===== src/hdl/mae_consts.svh =====
`ifndef MAE_CONSTS_SVH
`define MAE_CONSTS_SVH

// register byte offsets
`define MAE_COLLECTOR_OFS 8'h00
`define MAE_IRQ_STATUS_OFS 8'h04
`define MAE_IRQ_MASK_OFS 8'h08

// reset values
`define MAE_COLLECTOR_RST 5'h00
`define MAE_IRQ_STATUS_RST 5'h00
`define MAE_IRQ_MASK_RST 5'h1f

// source bit positions within collector, status and mask
`define MAE_SRC_NETC 0
`define MAE_SRC_PERIF 1
`define MAE_SRC_SCB 2
`define MAE_SRC_IFILT 3
`define MAE_SRC_HOSTIF 4
`define MAE_NUM_SRC 5

// access sizes
`define MAE_SIZE_BYTE 2'h0
`define MAE_SIZE_HALF 2'h1
`define MAE_SIZE_WORD 2'h2

// timing
`define MAE_MCLK_PERIOD_PS 4000
`define MAE_SYS_PERIOD_PS 8000
`define MAE_ASYNC_MIN_PULSE_PS (2 * `MAE_SYS_PERIOD_PS)
`define MAE_ASYNC_MIN_CYCLES \
  ((`MAE_ASYNC_MIN_PULSE_PS + `MAE_MCLK_PERIOD_PS - 1) / `MAE_MCLK_PERIOD_PS)
`define MAE_SYNC_STAGES 2

`endif


===== src/hdl/mae_pkg.sv =====
package mae_pkg;

  typedef enum logic [1:0] {
    RESP_OKAY = 2'b00,
    RESP_SLVERR = 2'b10
  } axi_resp_t;

  typedef enum logic [1:0] {
    WR_IDLE = 2'b00,
    WR_RESP = 2'b01
  } wr_state_t;

endpackage : mae_pkg


===== src/hdl/module_access_error_monitor.sv =====
`timescale 1ns/1ps
`default_nettype none
`include "mae_consts.svh"

module module_access_error_monitor
  import mae_pkg::*;
#(
  parameter int ADDR_W = 8,
  parameter logic [`MAE_NUM_SRC-1:0] ASYNC_SOURCES = 5'h18
) (
  input wire logic mclk,
  input wire logic resetn,
  // register bus
  input wire logic [ADDR_W-1:0] awaddr,
  input wire logic awvalid,
  output logic awready,
  input wire logic [31:0] wdata,
  input wire logic [3:0] wstrb,
  input wire logic wvalid,
  output logic wready,
  output logic [1:0] bresp,
  output logic bvalid,
  input wire logic bready,
  input wire logic [ADDR_W-1:0] araddr,
  input wire logic arvalid,
  output logic arready,
  output logic [31:0] rdata,
  output logic [1:0] rresp,
  output logic rvalid,
  input wire logic rready,
  // network core register access observation
  input wire logic netc_req,
  input wire logic netc_write,
  input wire logic [1:0] netc_size,
  input wire logic [1:0] netc_min_size,
  input wire logic netc_read_only,
  input wire logic netc_mapped,
  output logic netc_resp_err,
  // peripheral interface access observation
  input wire logic perif_req,
  input wire logic perif_write,
  input wire logic perif_mapped,
  output logic perif_resp_err,
  // external module error lines
  input wire logic ifilt_err,
  input wire logic hostif_err,
  // processor side
  output logic bus_abort,
  output logic module_access_irq
);

  localparam int NSRC = `MAE_NUM_SRC;

  initial begin
    if (ADDR_W < 4) $error("address width too small for the register map");
    if (ASYNC_SOURCES[`MAE_SRC_SCB:`MAE_SRC_NETC] != 3'h0)
      $error("internally detected sources are synchronous");
  end

  function automatic logic is_mapped(input logic [ADDR_W-1:0] a);
    logic [7:0] ofs;
    ofs = 8'(a);
    is_mapped = (ofs == `MAE_COLLECTOR_OFS) || (ofs == `MAE_IRQ_STATUS_OFS) ||
      (ofs == `MAE_IRQ_MASK_OFS);
  endfunction : is_mapped

  ////////////////////////////////////////////////////////////////////////////
  // network core access checks

  logic netc_unassigned;
  logic netc_narrow_byte;
  logic netc_narrow_half;
  logic netc_ro_write;
  logic netc_err;

  assign netc_unassigned = netc_req & ~netc_mapped;
  assign netc_narrow_byte = netc_req & netc_mapped & netc_write &
    (netc_size == `MAE_SIZE_BYTE) & (netc_min_size != `MAE_SIZE_BYTE);
  assign netc_narrow_half = netc_req & netc_mapped & netc_write &
    (netc_size == `MAE_SIZE_HALF) & (netc_min_size == `MAE_SIZE_WORD);
  assign netc_ro_write = netc_req & netc_mapped & netc_write & netc_read_only;

  always_ff @(posedge mclk) begin
    if (!resetn) netc_err <= 1'b0;
    else netc_err <= netc_unassigned | netc_narrow_byte | netc_narrow_half | netc_ro_write;
  end

  always_ff @(posedge mclk) begin
    if (!resetn) netc_resp_err <= 1'b0;
    else netc_resp_err <= netc_unassigned & ~netc_write;
  end

  ////////////////////////////////////////////////////////////////////////////
  // peripheral interface access checks

  logic perif_err;

  always_ff @(posedge mclk) begin
    if (!resetn) perif_err <= 1'b0;
    else perif_err <= perif_req & ~perif_mapped;
  end

  always_ff @(posedge mclk) begin
    if (!resetn) perif_resp_err <= 1'b0;
    else perif_resp_err <= perif_req & ~perif_mapped & ~perif_write;
  end

  // error answer on the system bus aborts the issuing core
  always_ff @(posedge mclk) begin
    if (!resetn) bus_abort <= 1'b0;
    else bus_abort <= (netc_unassigned & ~netc_write) |
      (perif_req & ~perif_mapped & ~perif_write);
  end

  ////////////////////////////////////////////////////////////////////////////
  // register bus slave

  logic aw_held;
  logic w_held;
  logic [ADDR_W-1:0] aw_addr;
  logic [31:0] w_data;
  logic [3:0] w_strb;
  wr_state_t wr_state;
  logic do_write;
  logic do_read;
  logic wr_hit;
  logic scb_err;
  logic [NSRC-1:0] collector;
  logic [NSRC-1:0] irq_status;
  logic [NSRC-1:0] irq_mask;
  logic [NSRC-1:0] new_entry;
  logic collector_clear;

  assign awready = ~aw_held & (wr_state == WR_IDLE);
  assign wready = ~w_held & (wr_state == WR_IDLE);
  assign do_write = aw_held & w_held & (wr_state == WR_IDLE);
  assign wr_hit = is_mapped(aw_addr);
  assign arready = ~rvalid;
  assign do_read = arvalid & arready;

  always_ff @(posedge mclk) begin
    if (!resetn) begin
      aw_held <= 1'b0;
      aw_addr <= '0;
    end else if (awvalid & awready) begin
      aw_held <= 1'b1;
      aw_addr <= awaddr;
    end else if (do_write) begin
      aw_held <= 1'b0;
    end
  end

  always_ff @(posedge mclk) begin
    if (!resetn) begin
      w_held <= 1'b0;
      w_data <= 32'h0000_0000;
      w_strb <= 4'h0;
    end else if (wvalid & wready) begin
      w_held <= 1'b1;
      w_data <= wdata;
      w_strb <= wstrb;
    end else if (do_write) begin
      w_held <= 1'b0;
    end
  end

  always_ff @(posedge mclk) begin
    if (!resetn) begin
      wr_state <= WR_IDLE;
      bvalid <= 1'b0;
      bresp <= RESP_OKAY;
    end else begin
      case (wr_state)
        WR_IDLE: begin
          if (do_write) begin
            wr_state <= WR_RESP;
            bvalid <= 1'b1;
            bresp <= wr_hit ? RESP_OKAY : RESP_SLVERR;
          end
        end
        WR_RESP: begin
          if (bready) begin
            wr_state <= WR_IDLE;
            bvalid <= 1'b0;
          end
        end
        default: begin
          wr_state <= WR_IDLE;
          bvalid <= 1'b0;
        end
      endcase
    end
  end

  always_ff @(posedge mclk) begin
    if (!resetn) begin
      rvalid <= 1'b0;
      rdata <= 32'h0000_0000;
      rresp <= RESP_OKAY;
    end else if (do_read) begin
      rvalid <= 1'b1;
      rresp <= is_mapped(araddr) ? RESP_OKAY : RESP_SLVERR;
      case (8'(araddr))
        `MAE_COLLECTOR_OFS: rdata <= {27'h0, collector};
        `MAE_IRQ_STATUS_OFS: rdata <= {27'h0, irq_status};
        `MAE_IRQ_MASK_OFS: rdata <= {27'h0, irq_mask};
        default: rdata <= 32'h0000_0000;
      endcase
    end else if (rready) begin
      rvalid <= 1'b0;
    end
  end

  // own unassigned offsets count as control block errors
  always_ff @(posedge mclk) begin
    if (!resetn) scb_err <= 1'b0;
    else scb_err <= (do_write & ~wr_hit) | (do_read & ~is_mapped(araddr));
  end

  // whole-word write of zero clears the collector
  assign collector_clear = do_write & (8'(aw_addr) == `MAE_COLLECTOR_OFS) &
    (w_strb == 4'hf) & (w_data == 32'h0000_0000);

  always_ff @(posedge mclk) begin
    if (!resetn) irq_mask <= `MAE_IRQ_MASK_RST;
    else if (do_write & (8'(aw_addr) == `MAE_IRQ_MASK_OFS) & w_strb[0])
      irq_mask <= w_data[NSRC-1:0];
  end

  // status: write one clears, new entry wins
  always_ff @(posedge mclk) begin
    if (!resetn) begin
      irq_status <= `MAE_IRQ_STATUS_RST;
    end else begin
      if (do_write & (8'(aw_addr) == `MAE_IRQ_STATUS_OFS) & w_strb[0])
        irq_status <= (irq_status & ~w_data[NSRC-1:0]) | new_entry;
      else
        irq_status <= irq_status | new_entry;
    end
  end

  assign module_access_irq = |(irq_status & irq_mask);

  ////////////////////////////////////////////////////////////////////////////
  // collector flags

  logic [NSRC-1:0] src_err;

  assign src_err[`MAE_SRC_NETC] = netc_err;
  assign src_err[`MAE_SRC_PERIF] = perif_err;
  assign src_err[`MAE_SRC_SCB] = scb_err;
  assign src_err[`MAE_SRC_IFILT] = ifilt_err;
  assign src_err[`MAE_SRC_HOSTIF] = hostif_err;

  generate
    for (genvar i = 0; i < NSRC; i++) begin : g_src
      error_capture #(
        .ASYNC(ASYNC_SOURCES[i]),
        .STAGES(`MAE_SYNC_STAGES)
      ) u_capture (
        .mclk(mclk),
        .resetn(resetn),
        .err_in(src_err[i]),
        .clear(collector_clear),
        .flag(collector[i]),
        .new_entry(new_entry[i])
      );
    end
  endgenerate

  ////////////////////////////////////////////////////////////////////////////
  // checks

  chk_netc_byte_flag: assert property (@(posedge mclk) disable iff (!resetn)
    netc_narrow_byte |=> ##1 collector[`MAE_SRC_NETC])
    else $error("byte write to wide location not collected");

  chk_netc_half_flag: assert property (@(posedge mclk) disable iff (!resetn)
    netc_narrow_half |-> ##2 collector[`MAE_SRC_NETC])
    else $error("half-word write to word location not collected");

  chk_netc_ro_flag: assert property (@(posedge mclk) disable iff (!resetn)
    netc_ro_write |=> netc_err)
    else $error("read-only write not flagged");

  chk_sync_pulse_caught: assert property (@(posedge mclk) disable iff (!resetn)
    perif_req && !perif_mapped |-> ##2 collector[`MAE_SRC_PERIF])
    else $error("one-cycle peripheral error lost");

  chk_async_two_cycle: assert property (@(posedge mclk) disable iff (!resetn)
    (ASYNC_SOURCES[`MAE_SRC_HOSTIF] && hostif_err) [*2] |-> ##2 collector[`MAE_SRC_HOSTIF])
    else $error("held asynchronous error not collected");

  chk_zero_clears: assert property (@(posedge mclk) disable iff (!resetn)
    collector_clear && (src_err == 5'h00) && (g_src[3].u_capture.level == 1'b0) &&
    (g_src[4].u_capture.level == 1'b0) |=> collector == 5'h00)
    else $error("zero write did not clear collector");

  chk_flag_sticky: assert property (@(posedge mclk) disable iff (!resetn)
    $fell(collector[`MAE_SRC_NETC]) |-> $past(collector_clear))
    else $error("collector flag dropped without clear");

  chk_irq_on_entry: assert property (@(posedge mclk) disable iff (!resetn)
    (|(new_entry & irq_mask)) |=> module_access_irq)
    else $error("recorded error raised no interrupt");

  chk_bus_err_read: assert property (@(posedge mclk) disable iff (!resetn)
    perif_req && !perif_mapped && !perif_write |=> perif_resp_err && bus_abort)
    else $error("unassigned read got no error answer");

  chk_abort_cause: assert property (@(posedge mclk) disable iff (!resetn)
    bus_abort |-> netc_resp_err || perif_resp_err)
    else $error("abort without error answer");

  chk_scb_unmapped: assert property (@(posedge mclk) disable iff (!resetn)
    do_read && !is_mapped(araddr) |=> ##1 collector[`MAE_SRC_SCB])
    else $error("own unassigned read not collected");

  chk_error_active_high: assert property (@(posedge mclk) disable iff (!resetn)
    !netc_err && !$past(collector[`MAE_SRC_NETC]) && !collector[`MAE_SRC_NETC]
      |=> !collector[`MAE_SRC_NETC])
    else $error("flag set with error line low");

endmodule : module_access_error_monitor
`default_nettype wire


===== src/hdl/error_capture.sv =====
`timescale 1ns/1ps
`default_nettype none
`include "mae_consts.svh"

module error_capture #(
  parameter bit ASYNC = 1'b0,
  parameter int STAGES = `MAE_SYNC_STAGES
) (
  input wire logic mclk,
  input wire logic resetn,
  input wire logic err_in,
  input wire logic clear,
  output logic flag,
  output logic new_entry
);

  initial begin
    if (STAGES < 2) $error("error_capture needs at least two sync stages");
  end

  logic level;

  generate
    if (ASYNC) begin : g_async
      logic [STAGES-1:0] sync;
      // only the last stage is looked at
      always_ff @(posedge mclk) begin
        if (!resetn) sync <= '0;
        else sync <= {sync[STAGES-2:0], err_in};
      end
      assign level = sync[STAGES-1];
    end else begin : g_sync
      assign level = err_in;
    end
  endgenerate

  assign new_entry = level & ~flag;

  // set beats a clear in the same cycle
  always_ff @(posedge mclk) begin
    if (!resetn) flag <= 1'b0;
    else flag <= level | (flag & ~clear);
  end

endmodule : error_capture
`default_nettype wire


===== config.mk =====
export PLATFORM = sky130hd
export DESIGN_NAME = module_access_error_monitor
export DESIGN_NICKNAME = d
export VERILOG_FILES = /design/src/hdl/mae_pkg.sv /design/src/hdl/module_access_error_monitor.sv /design/src/hdl/error_capture.sv
export VERILOG_INCLUDE_DIRS = /design/src /design/src/hdl
export SDC_FILE = /design/constraint.sdc
export NUM_CORES = 1
export LEC_CHECK = 0
export BUFFER_PORTS_ARGS = -buffer_cell sky130_fd_sc_hd__buf_2
export CAP_MARGIN = 40
export CORE_MARGIN = 2
export CORE_UTILIZATION = 53
export CTS_CLUSTER_DIAMETER = 50
export CTS_CLUSTER_SIZE = 40
export DETAILED_ROUTE_END_ITERATION = 8
export GPL_TIMING_DRIVEN = 0
export PLACE_DENSITY_LB_ADDON = 0.15
export SLEW_MARGIN = 20
export SYNTH_ARGS = -nofsm -noshare
export SYNTH_HDL_FRONTEND = slang
export SYNTH_HIERARCHICAL = 1
export SYNTH_SLANG_ARGS = --single-unit

===== constraint.sdc =====
create_clock -name mclk -period 4.7 [get_ports mclk]
set_input_delay 0.94 -clock mclk [delete_from_list [all_inputs] [get_ports mclk]]
set_output_delay 0.94 -clock mclk [all_outputs]
set_load 0.005 [all_outputs]

==> results of run 1 <==
## layer usage
metal | routed length (um) | up-vias | part of all wire (%)
li1 | - | 1506 | -
met1 | 3270 | 1318 | 45
met2 | 3410 | 103 | 47
met3 | 518 | 6 | 7.2
met4 | 38 | 0 | 0.53
met5 | 0 | - | 0
## stage by stage
stage	cell area [um^2]	hold slack, ns	setup WS [ns]
finish	4210	0.435	2.42
global route	4210	0.455	2.32
CTS	4210	0.436	2.40
detailed placement	3990	0.417	2.43
global placement	3980	0.416	1.63
floorplan	3450	0.412	2.14
## placed cells by master, fill, tap and decap left out, drive strengths merged, types with 2 or more instances in the layout
cell,n
buf,126
nand2,101
dfxtp,80
a21oi,52
conb,29
clkbuf,18
nor2,11
mux2i,10
inv,9
o21ai,8
nor4,8
a22oi,6
and2,6
nor2b,6
a31oi,5
nand2b,5
o2bb2ai,5
and2b,5
o21a,5
nor4b,3
nor3,3
nand3,2
and3b,2
nand3b,2
bufinv,2
clkinvlp,2
## critical path: cells and delay by family (launching register included)
family                 cells  cell delay, ns
AOI/OAI and AO/OA          1            0.15
buffers and inverters      1            0.28
DFF                        1            0.32
and+or+nand+nor            5            1.42
## synthesized netlist by cell type (6+ instances only)
| master | count | area, um^2 |
|---|---|---|
| mux2i_1 | 10 | 100 |
| clkbuf_1 | 6 | 22.5 |
| nor2_1 | 11 | 41.3 |
| a21oi_1 | 52 | 260 |
| dfxtp_1 | 80 | 1600 |
| inv_1 | 8 | 30.0 |
| a22oi_1 | 6 | 45.0 |
| nand2_1 | 101 | 379 |
| and2_1 | 6 | 37.5 |
| o21ai_0 | 8 | 40.0 |
| nor4_1 | 7 | 43.8 |
| buf_4 | 33 | 248 |
## flip-flops by register name (all words and copies together), names as in the netlist, 4 cells and up
name                          cells
aw_addr                           8
g_src.u_capture/flag              5
g_src.u_capture/g_async.sync      4
irq_mask                          5
irq_status                        5
rdata                             5
w_data                           32
w_strb                            4
## power by group through the flow
| stage | Combinational [mW] | Clock [mW] | Sequential, mW |
|---|---|---|---|
| 6_report | 0.191 | 0.554 | 0.742 |
| 5_1_grt | 0.217 | 0.593 | 0.746 |
| 4_1_cts | 0.191 | 0.564 | 0.741 |
| 3_5_place_dp | 0.190 | 0 | 0.757 |
| 3_3_place_gp | 0.185 | 0 | 0.755 |
| 2_1_floorplan | 0.128 | 0 | 0.749 |
## area by class of cell
class / count / area (um^2)
multi-input cells: 283 / 1520
plain buffers: 46 / 310
well taps: 75 / 93.8
clock buffers: 11 / 141
fillers: 535 / 1810
flip-flops and latches: 80 / 1600
clock inverters: 5 / 80.1
inverters: 9 / 33.8
repair buffers: 87 / 438
## worst paths after layout
| kind | end | slack (ns) | start |
|---|---|---|---|
| max | g_src[0].u_capture/flag$_SDFF_PN0_ | 2.42 | w_data[18]$_SDFFE_PN0P_ |
| min | g_src[3].u_capture/g_async.sync[1]$_SDFF_PN0_ | 0.43 | g_src[3].u_capture/g_async.sync[0]$_SDFF_PN0_ |
| max reg2reg | g_src[0].u_capture/flag$_SDFF_PN0_ | 2.42 | w_data[18]$_SDFFE_PN0P_ |
| min reg2reg | g_src[3].u_capture/g_async.sync[1]$_SDFF_PN0_ | 0.43 | g_src[3].u_capture/g_async.sync[0]$_SDFF_PN0_ |
## logic make-up after synthesis
family                 after synthesis  share of synthesized area (%)
buffers and inverters               55                           10.3
AO/OA/AOI/OAI                       85                           14.7
flip-flops                          80                           47.8
other                                1                          0.112
multiplexers                        10                           2.99
AND/OR/NAND/NOR                    159                           24.1
==> flow_summary_export.csv, run 1 <==
group,metric,value,unit
outcome,status,"completed",
synth,ys_ff_latch,80,
place,gp_congestion,0.860,
sta,skew,0.00869,ns
final_layout,synthToLayoutAreaGrowth,25.8,%
die,rows,28,
grt,grt_util_met1,26.8,%
final_layout,final_util,69.9,%
grt,grtUsageTotal,20.9,%
routing,num_vias,2933,
routing,post-route-drc-count,0,
clocking,ctsRootBufferMaster,"clkbuf_8",
pwr,leakagePower,1.96,nW
final_layout,layout-drive-gt1-share,30.3,%
die,dieHeight,83.5,um
critical_path,crit_type,"reg2reg",
critical_path,slowest_stage,"nor4_2",
critical_path,setup.worst_path.end_class,"flop",
routing,drtPass1Iterations,4,
die,die_w,83.5,um
pwr,switching_share,24.5,%
routing,antenna_left,0,
routing,dr.first_iter.drc_count,128,
routing,wl_per_cell,12.1,um
grt,grt_busiest_layer,"met2",
run,max_cap_viol_count,0,
pwr,p_seq_share,49.9,%
clocking,cts_resized,0,
final_layout,fin_cells,596,
synth,ys_seq_area_share,47.8,%
clocking,cts_buffers,9,
synth,netlist_area,0.00335,mm^2
sta,finalSetupViolations,0,
sta,slew_violations,0,
pwr,p_clk_share,37.3,%
critical_path,cp_data_arrival_time,2.52,ns
place,dp_cells,580,
grt,grtUsageMet2,34.6,%
sta,finalCritPeriodShare,48.6,%
final_layout,n_antenna_cell,0,
final_layout,finalNetCount,588,
routing,viasPerCell,4.92,
die,dieArea,0.00697,mm^2
pwr,power.switching,0.364,mW
synth,yosysUniqueCellTypes,41,
synth,synth_edf_count,0,
synth,synth.avg_cell_area,8.59,um^2
routing,drt_wl_total,7.23,mm
clocking,cts_hold_buf,0,
pwr,combPwrFrac,12.8,%
pwr,ir_worst_vdd,0.260,mV
die,initial_core_util,55.6,%
min_path,hold_depth,1,
grt,antenna_found_initial,0,
die,ios,117,
place,portBuffers,86,
sta,maxSlewHeadroom,54.6,%
pwr,power,1.49,mW
grt,globalRouteMet3Util,5.44,%
clocking,path_clk_slew,0.08,ns
sta,fmax,438,MHz
clocking,cts_setup_buffers,0,
sta,min_period,2.28,ns
critical_path,worstPathMaxFanout,3,
sta,tightestPinTransition,0.675,ns
sta,finalHoldViolCount,0,
grt,grt_max_degree,16,
critical_path,critical_path.cell_chain,"nor4_1 -> and4_1 -> nand3_1 -> nor4_2 -> buf_4 -> nor2b_4 -> o21a_1",
critical_path,start_kind,"flop",
synth,synthCells,390,
grt,grt_pass1_wl,11.9,mm
grt,grt_overflow,0,
clocking,worstSkewPairLatency,0.35,ns
clocking,clk_path_buf_depth,2,
pwr,p_per_area,353,mW/mm^2
place,dp_hpwl,5.47,mm
clocking,cts_max_level,3,
clocking,cts_tree,"yes",
clocking,clkSinkCount,80,
synth,synth-main-ff-cell,"dfxtp_1",
pwr,intPower,1.12,mW
critical_path,r2r_cells,7,
critical_path,crit_required,4.94,ns
die,core-area,0.00603,mm^2
sta,setup_tns,0,ns
critical_path,cpPeakStageDelay,0.65,ns
grt,grt_pass1_vias,2712,
synth,yosys_warnings,6,
min_path,worst_hold_path_type,"reg2reg",
synth,synth-async-reset-ratio,0,%
sta,rsz0062_at_grt,"no",
Note: power is estimated with default switching activity, not from simulation.
==> inputs of run 2 (changes only) <==
--- a/config.mk
+++ b/config.mk
@@ -9,7 +9,7 @@
 export BUFFER_PORTS_ARGS = -buffer_cell sky130_fd_sc_hd__buf_2
 export CAP_MARGIN = 40
 export CORE_MARGIN = 2
-export CORE_UTILIZATION = 53
+export CORE_UTILIZATION = 50
 export CTS_CLUSTER_DIAMETER = 50
 export CTS_CLUSTER_SIZE = 40
 export DETAILED_ROUTE_END_ITERATION = 8
==> constraint.sdc (replaced) <==
create_clock -name mclk -period 2.4 [get_ports mclk]
set_input_delay 0.48 -clock mclk [delete_from_list [all_inputs] [get_ports mclk]]
set_output_delay 0.48 -clock mclk [all_outputs]
set_load 0.005 [all_outputs]
==> run 2 against run 1 <==
Effect of this change: the run now ends with DRC left; fmax up 4.8%; combinational power grew 97%; die area rose by 5.7%; setup slack got worse by 2.2 ns; global-route usage fell by 0.59 points; hold slack got worse by 0.14 ns; first-iteration DRC count increased by 14%; critical path type unchanged.
==> flow_summary_export.csv, run 2 (synthesized netlist as in run 1, its figures left out) <==
group,metric,value,unit
routing,drtPass1Iterations,6,
grt,grt_pass1_wl,11.9,mm
clocking,path_clk_slew,0.08,ns
grt,grt_util_met1,25.3,%
final_layout,layout_common_cells,"nand2_1 (101), buf_2 (90), dfxtp_1 (80)",
min_path,whs_endpoint,"perif_resp_err$_SDFF_PN0_",
min_path,hold_depth,2,
pwr,p_per_area,688,mW/mm^2
die,ios,117,
clocking,clkSinkCount,80,
die,initial_core_util,52.2,%
place,portBuffers,86,
final_layout,regMostFlops,"w_data",
final_layout,layout-drive-gt1-share,30.4,%
pwr,leakagePower,1.97,nW
final_layout,multi_input_area,0.00152,mm^2
final_layout,fillCellCount,595,
critical_path,setup.worst_path.end_class,"flop",
clocking,clk_path_buf_depth,2,
routing,num_vias,2930,
pwr,p_seq_share,50.1,%
routing,post-route-drc-count,9,
pwr,combPwrFrac,13.0,%
place,dp_hpwl,5.44,mm
sta,tightestPinTransition,0.820,ns
clocking,cts_tree,"yes",
sta,skew,0.00661,ns
grt,antenna_found_initial,0,
sta,slew_violations,0,
die,dieHeight,85.8,um
pwr,switching_share,24.3,%
critical_path,crit_required,2.64,ns
critical_path,worstPathMaxFanout,5,
die,die_w,85.8,um
pwr,intPower,2.19,mW
outcome,violations,"DRC",
grt,grt_busiest_layer,"met2",
critical_path,start_kind,"flop",
grt,grt_pass1_vias,2708,
sta,rsz0062_at_grt,"no",
clocking,cts_setup_buffers,0,
pwr,p_clk_share,37.0,%
final_layout,synthToLayoutAreaGrowth,25.9,%
run,max_cap_viol_count,0,
min_path,worst_hold_path_type,"in2reg",
critical_path,cp_data_arrival_time,2.42,ns
critical_path,r2r_start,"w_data[7]$_SDFFE_PN0P_",
final_layout,seq_area,0.00160,mm^2
routing,wl_per_cell,12.1,um
pwr,power.switching,0.706,mW
sta,setup_slack,0.221,ns
routing,viasPerCell,4.91,
final_layout,n_antenna_cell,0,
routing,dr.first_iter.drc_count,146,
grt,grt_max_degree,16,
sta,fmax,459,MHz
clocking,cts_max_level,3,
place,preCtsSetupSlack,0.202,ns
grt,globalRouteMet3Util,5.58,%
grt,grtUsageMet2,33.7,%
clocking,cts_resized,0,
clocking,ctsRootBufferMaster,"clkbuf_8",
clocking,worstSkewPairLatency,0.35,ns
place,gp_congestion,0.768,
final_layout,largest_register_ffs,32,
die,rows,29,
sta,finalCritPeriodShare,90.8,%
sta,maxSlewHeadroom,44.9,%
critical_path,r2r_cells,6,
pwr,ir_worst_vdd,0.468,mV
clocking,cts_hold_buf,0,
sta,finalHoldViolCount,0,
critical_path,crit_type,"reg2reg",
final_layout,layout_commonest_cell,"nand2_1",
sta,setup_tns,0,ns
critical_path,rrSetupSlack,0.22,ns
die,dieArea,0.00737,mm^2
final_layout,largest_registers,"w_data (32), aw_addr (8)",
grt,grtUsageTotal,20.3,%
routing,drt_wl_total,7.20,mm
clocking,cts_buffers,9,
critical_path,r2r-end,"g_src[2].u_capture/flag$_SDFF_PN0_",
sta,finalSetupViolations,0,
min_path,hold_start,"perif_write",
sta,min_period,2.18,ns
grt,grt_overflow,0,
outcome,status,"finished with violations",
routing,antenna_left,0,
die,core-area,0.00642,mm^2
final_layout,finalNetCount,587,
-- run 2: cell count changes in the layout (fill, tap and decap cells not counted) --
cell        change
nor4_4          +1
clkbuf_1        -1
clkinv_2        +2
buf_4           -1
nor4_2          -1
clkinvlp_4      -1
-- run 2: final cells by class --
cell class,instances,share of cell area [%]
Sequential cell,80,38.0
Multi-Input combinational cell,283,36.1
Timing Repair Buffer,86,10.2
Buffer,46,7.36
Clock buffer,10,3.26
Tap cell,77,2.28
Clock inverter,6,1.96
Inverter,9,0.801
-- run 2: power groups by stage --
stage	combinational, mW	sequential [mW]	clock, mW
after global routing	0.428	1.46	1.15
after global placement	0.366	1.48	0
after detailed placement	0.375	1.48	0
after CTS	0.377	1.45	1.09
after floorplan	0.252	1.47	0
final	0.377	1.45	1.07
-- run 2: per-stage QoR --
stage          hold slack, ns  cell area, um^2  utilization [%]  cells  total power [mW]
6_report                0.297             4220             65.7    597              2.90
5_1_grt                 0.294             4220             65.7    597              3.04
4_1_cts                 0.290             4220             65.7    597              2.92
3_5_place_dp            0.423             4000             62.2    581              1.86
3_3_place_gp            0.415             3990             62.1    581              1.84
2_1_floorplan           0.412             3460                -    418              1.72
-- run 2: worst max-delay path by stage --
stage,startpoint,depth (start not counted),slack (ns),endpoint
5_1_grt,w_data[7]$_SDFFE_PN0P_,6,0.15,g_src[2].u_capture/flag$_SDFF_PN0_
3_3_place_gp,w_data[7]$_SDFFE_PN0P_,6,-0.11,g_src[3].u_capture/flag$_SDFF_PN0_
2_1_floorplan,w_data[11]$_SDFFE_PN0P_,6,0.34,g_src[0].u_capture/flag$_SDFF_PN0_
6_report,w_data[7]$_SDFFE_PN0P_,6,0.22,g_src[2].u_capture/flag$_SDFF_PN0_
4_1_cts,w_data[7]$_SDFFE_PN0P_,6,0.19,g_src[2].u_capture/flag$_SDFF_PN0_
3_5_place_dp,w_data[7]$_SDFFE_PN0P_,6,0.20,g_src[1].u_capture/flag$_SDFF_PN0_
-- run 2: worst max-delay path, stage by stage, from the launching register on --
cell and delay, ns:
dfxtp_1 0.32, nor4_1 0.35, and4_1 0.26, nand3_1 0.13
nor4_4 0.78, nor2b_4 0.06, o21a_1 0.19
-- run 2: layer usage --
metal | vias to the layer above | part of all wire (%)
li1 | 1511 | -
met4 | 0 | 1.6
met2 | 101 | 47
met3 | 10 | 6.0
met5 | - | 0
met1 | 1308 | 45
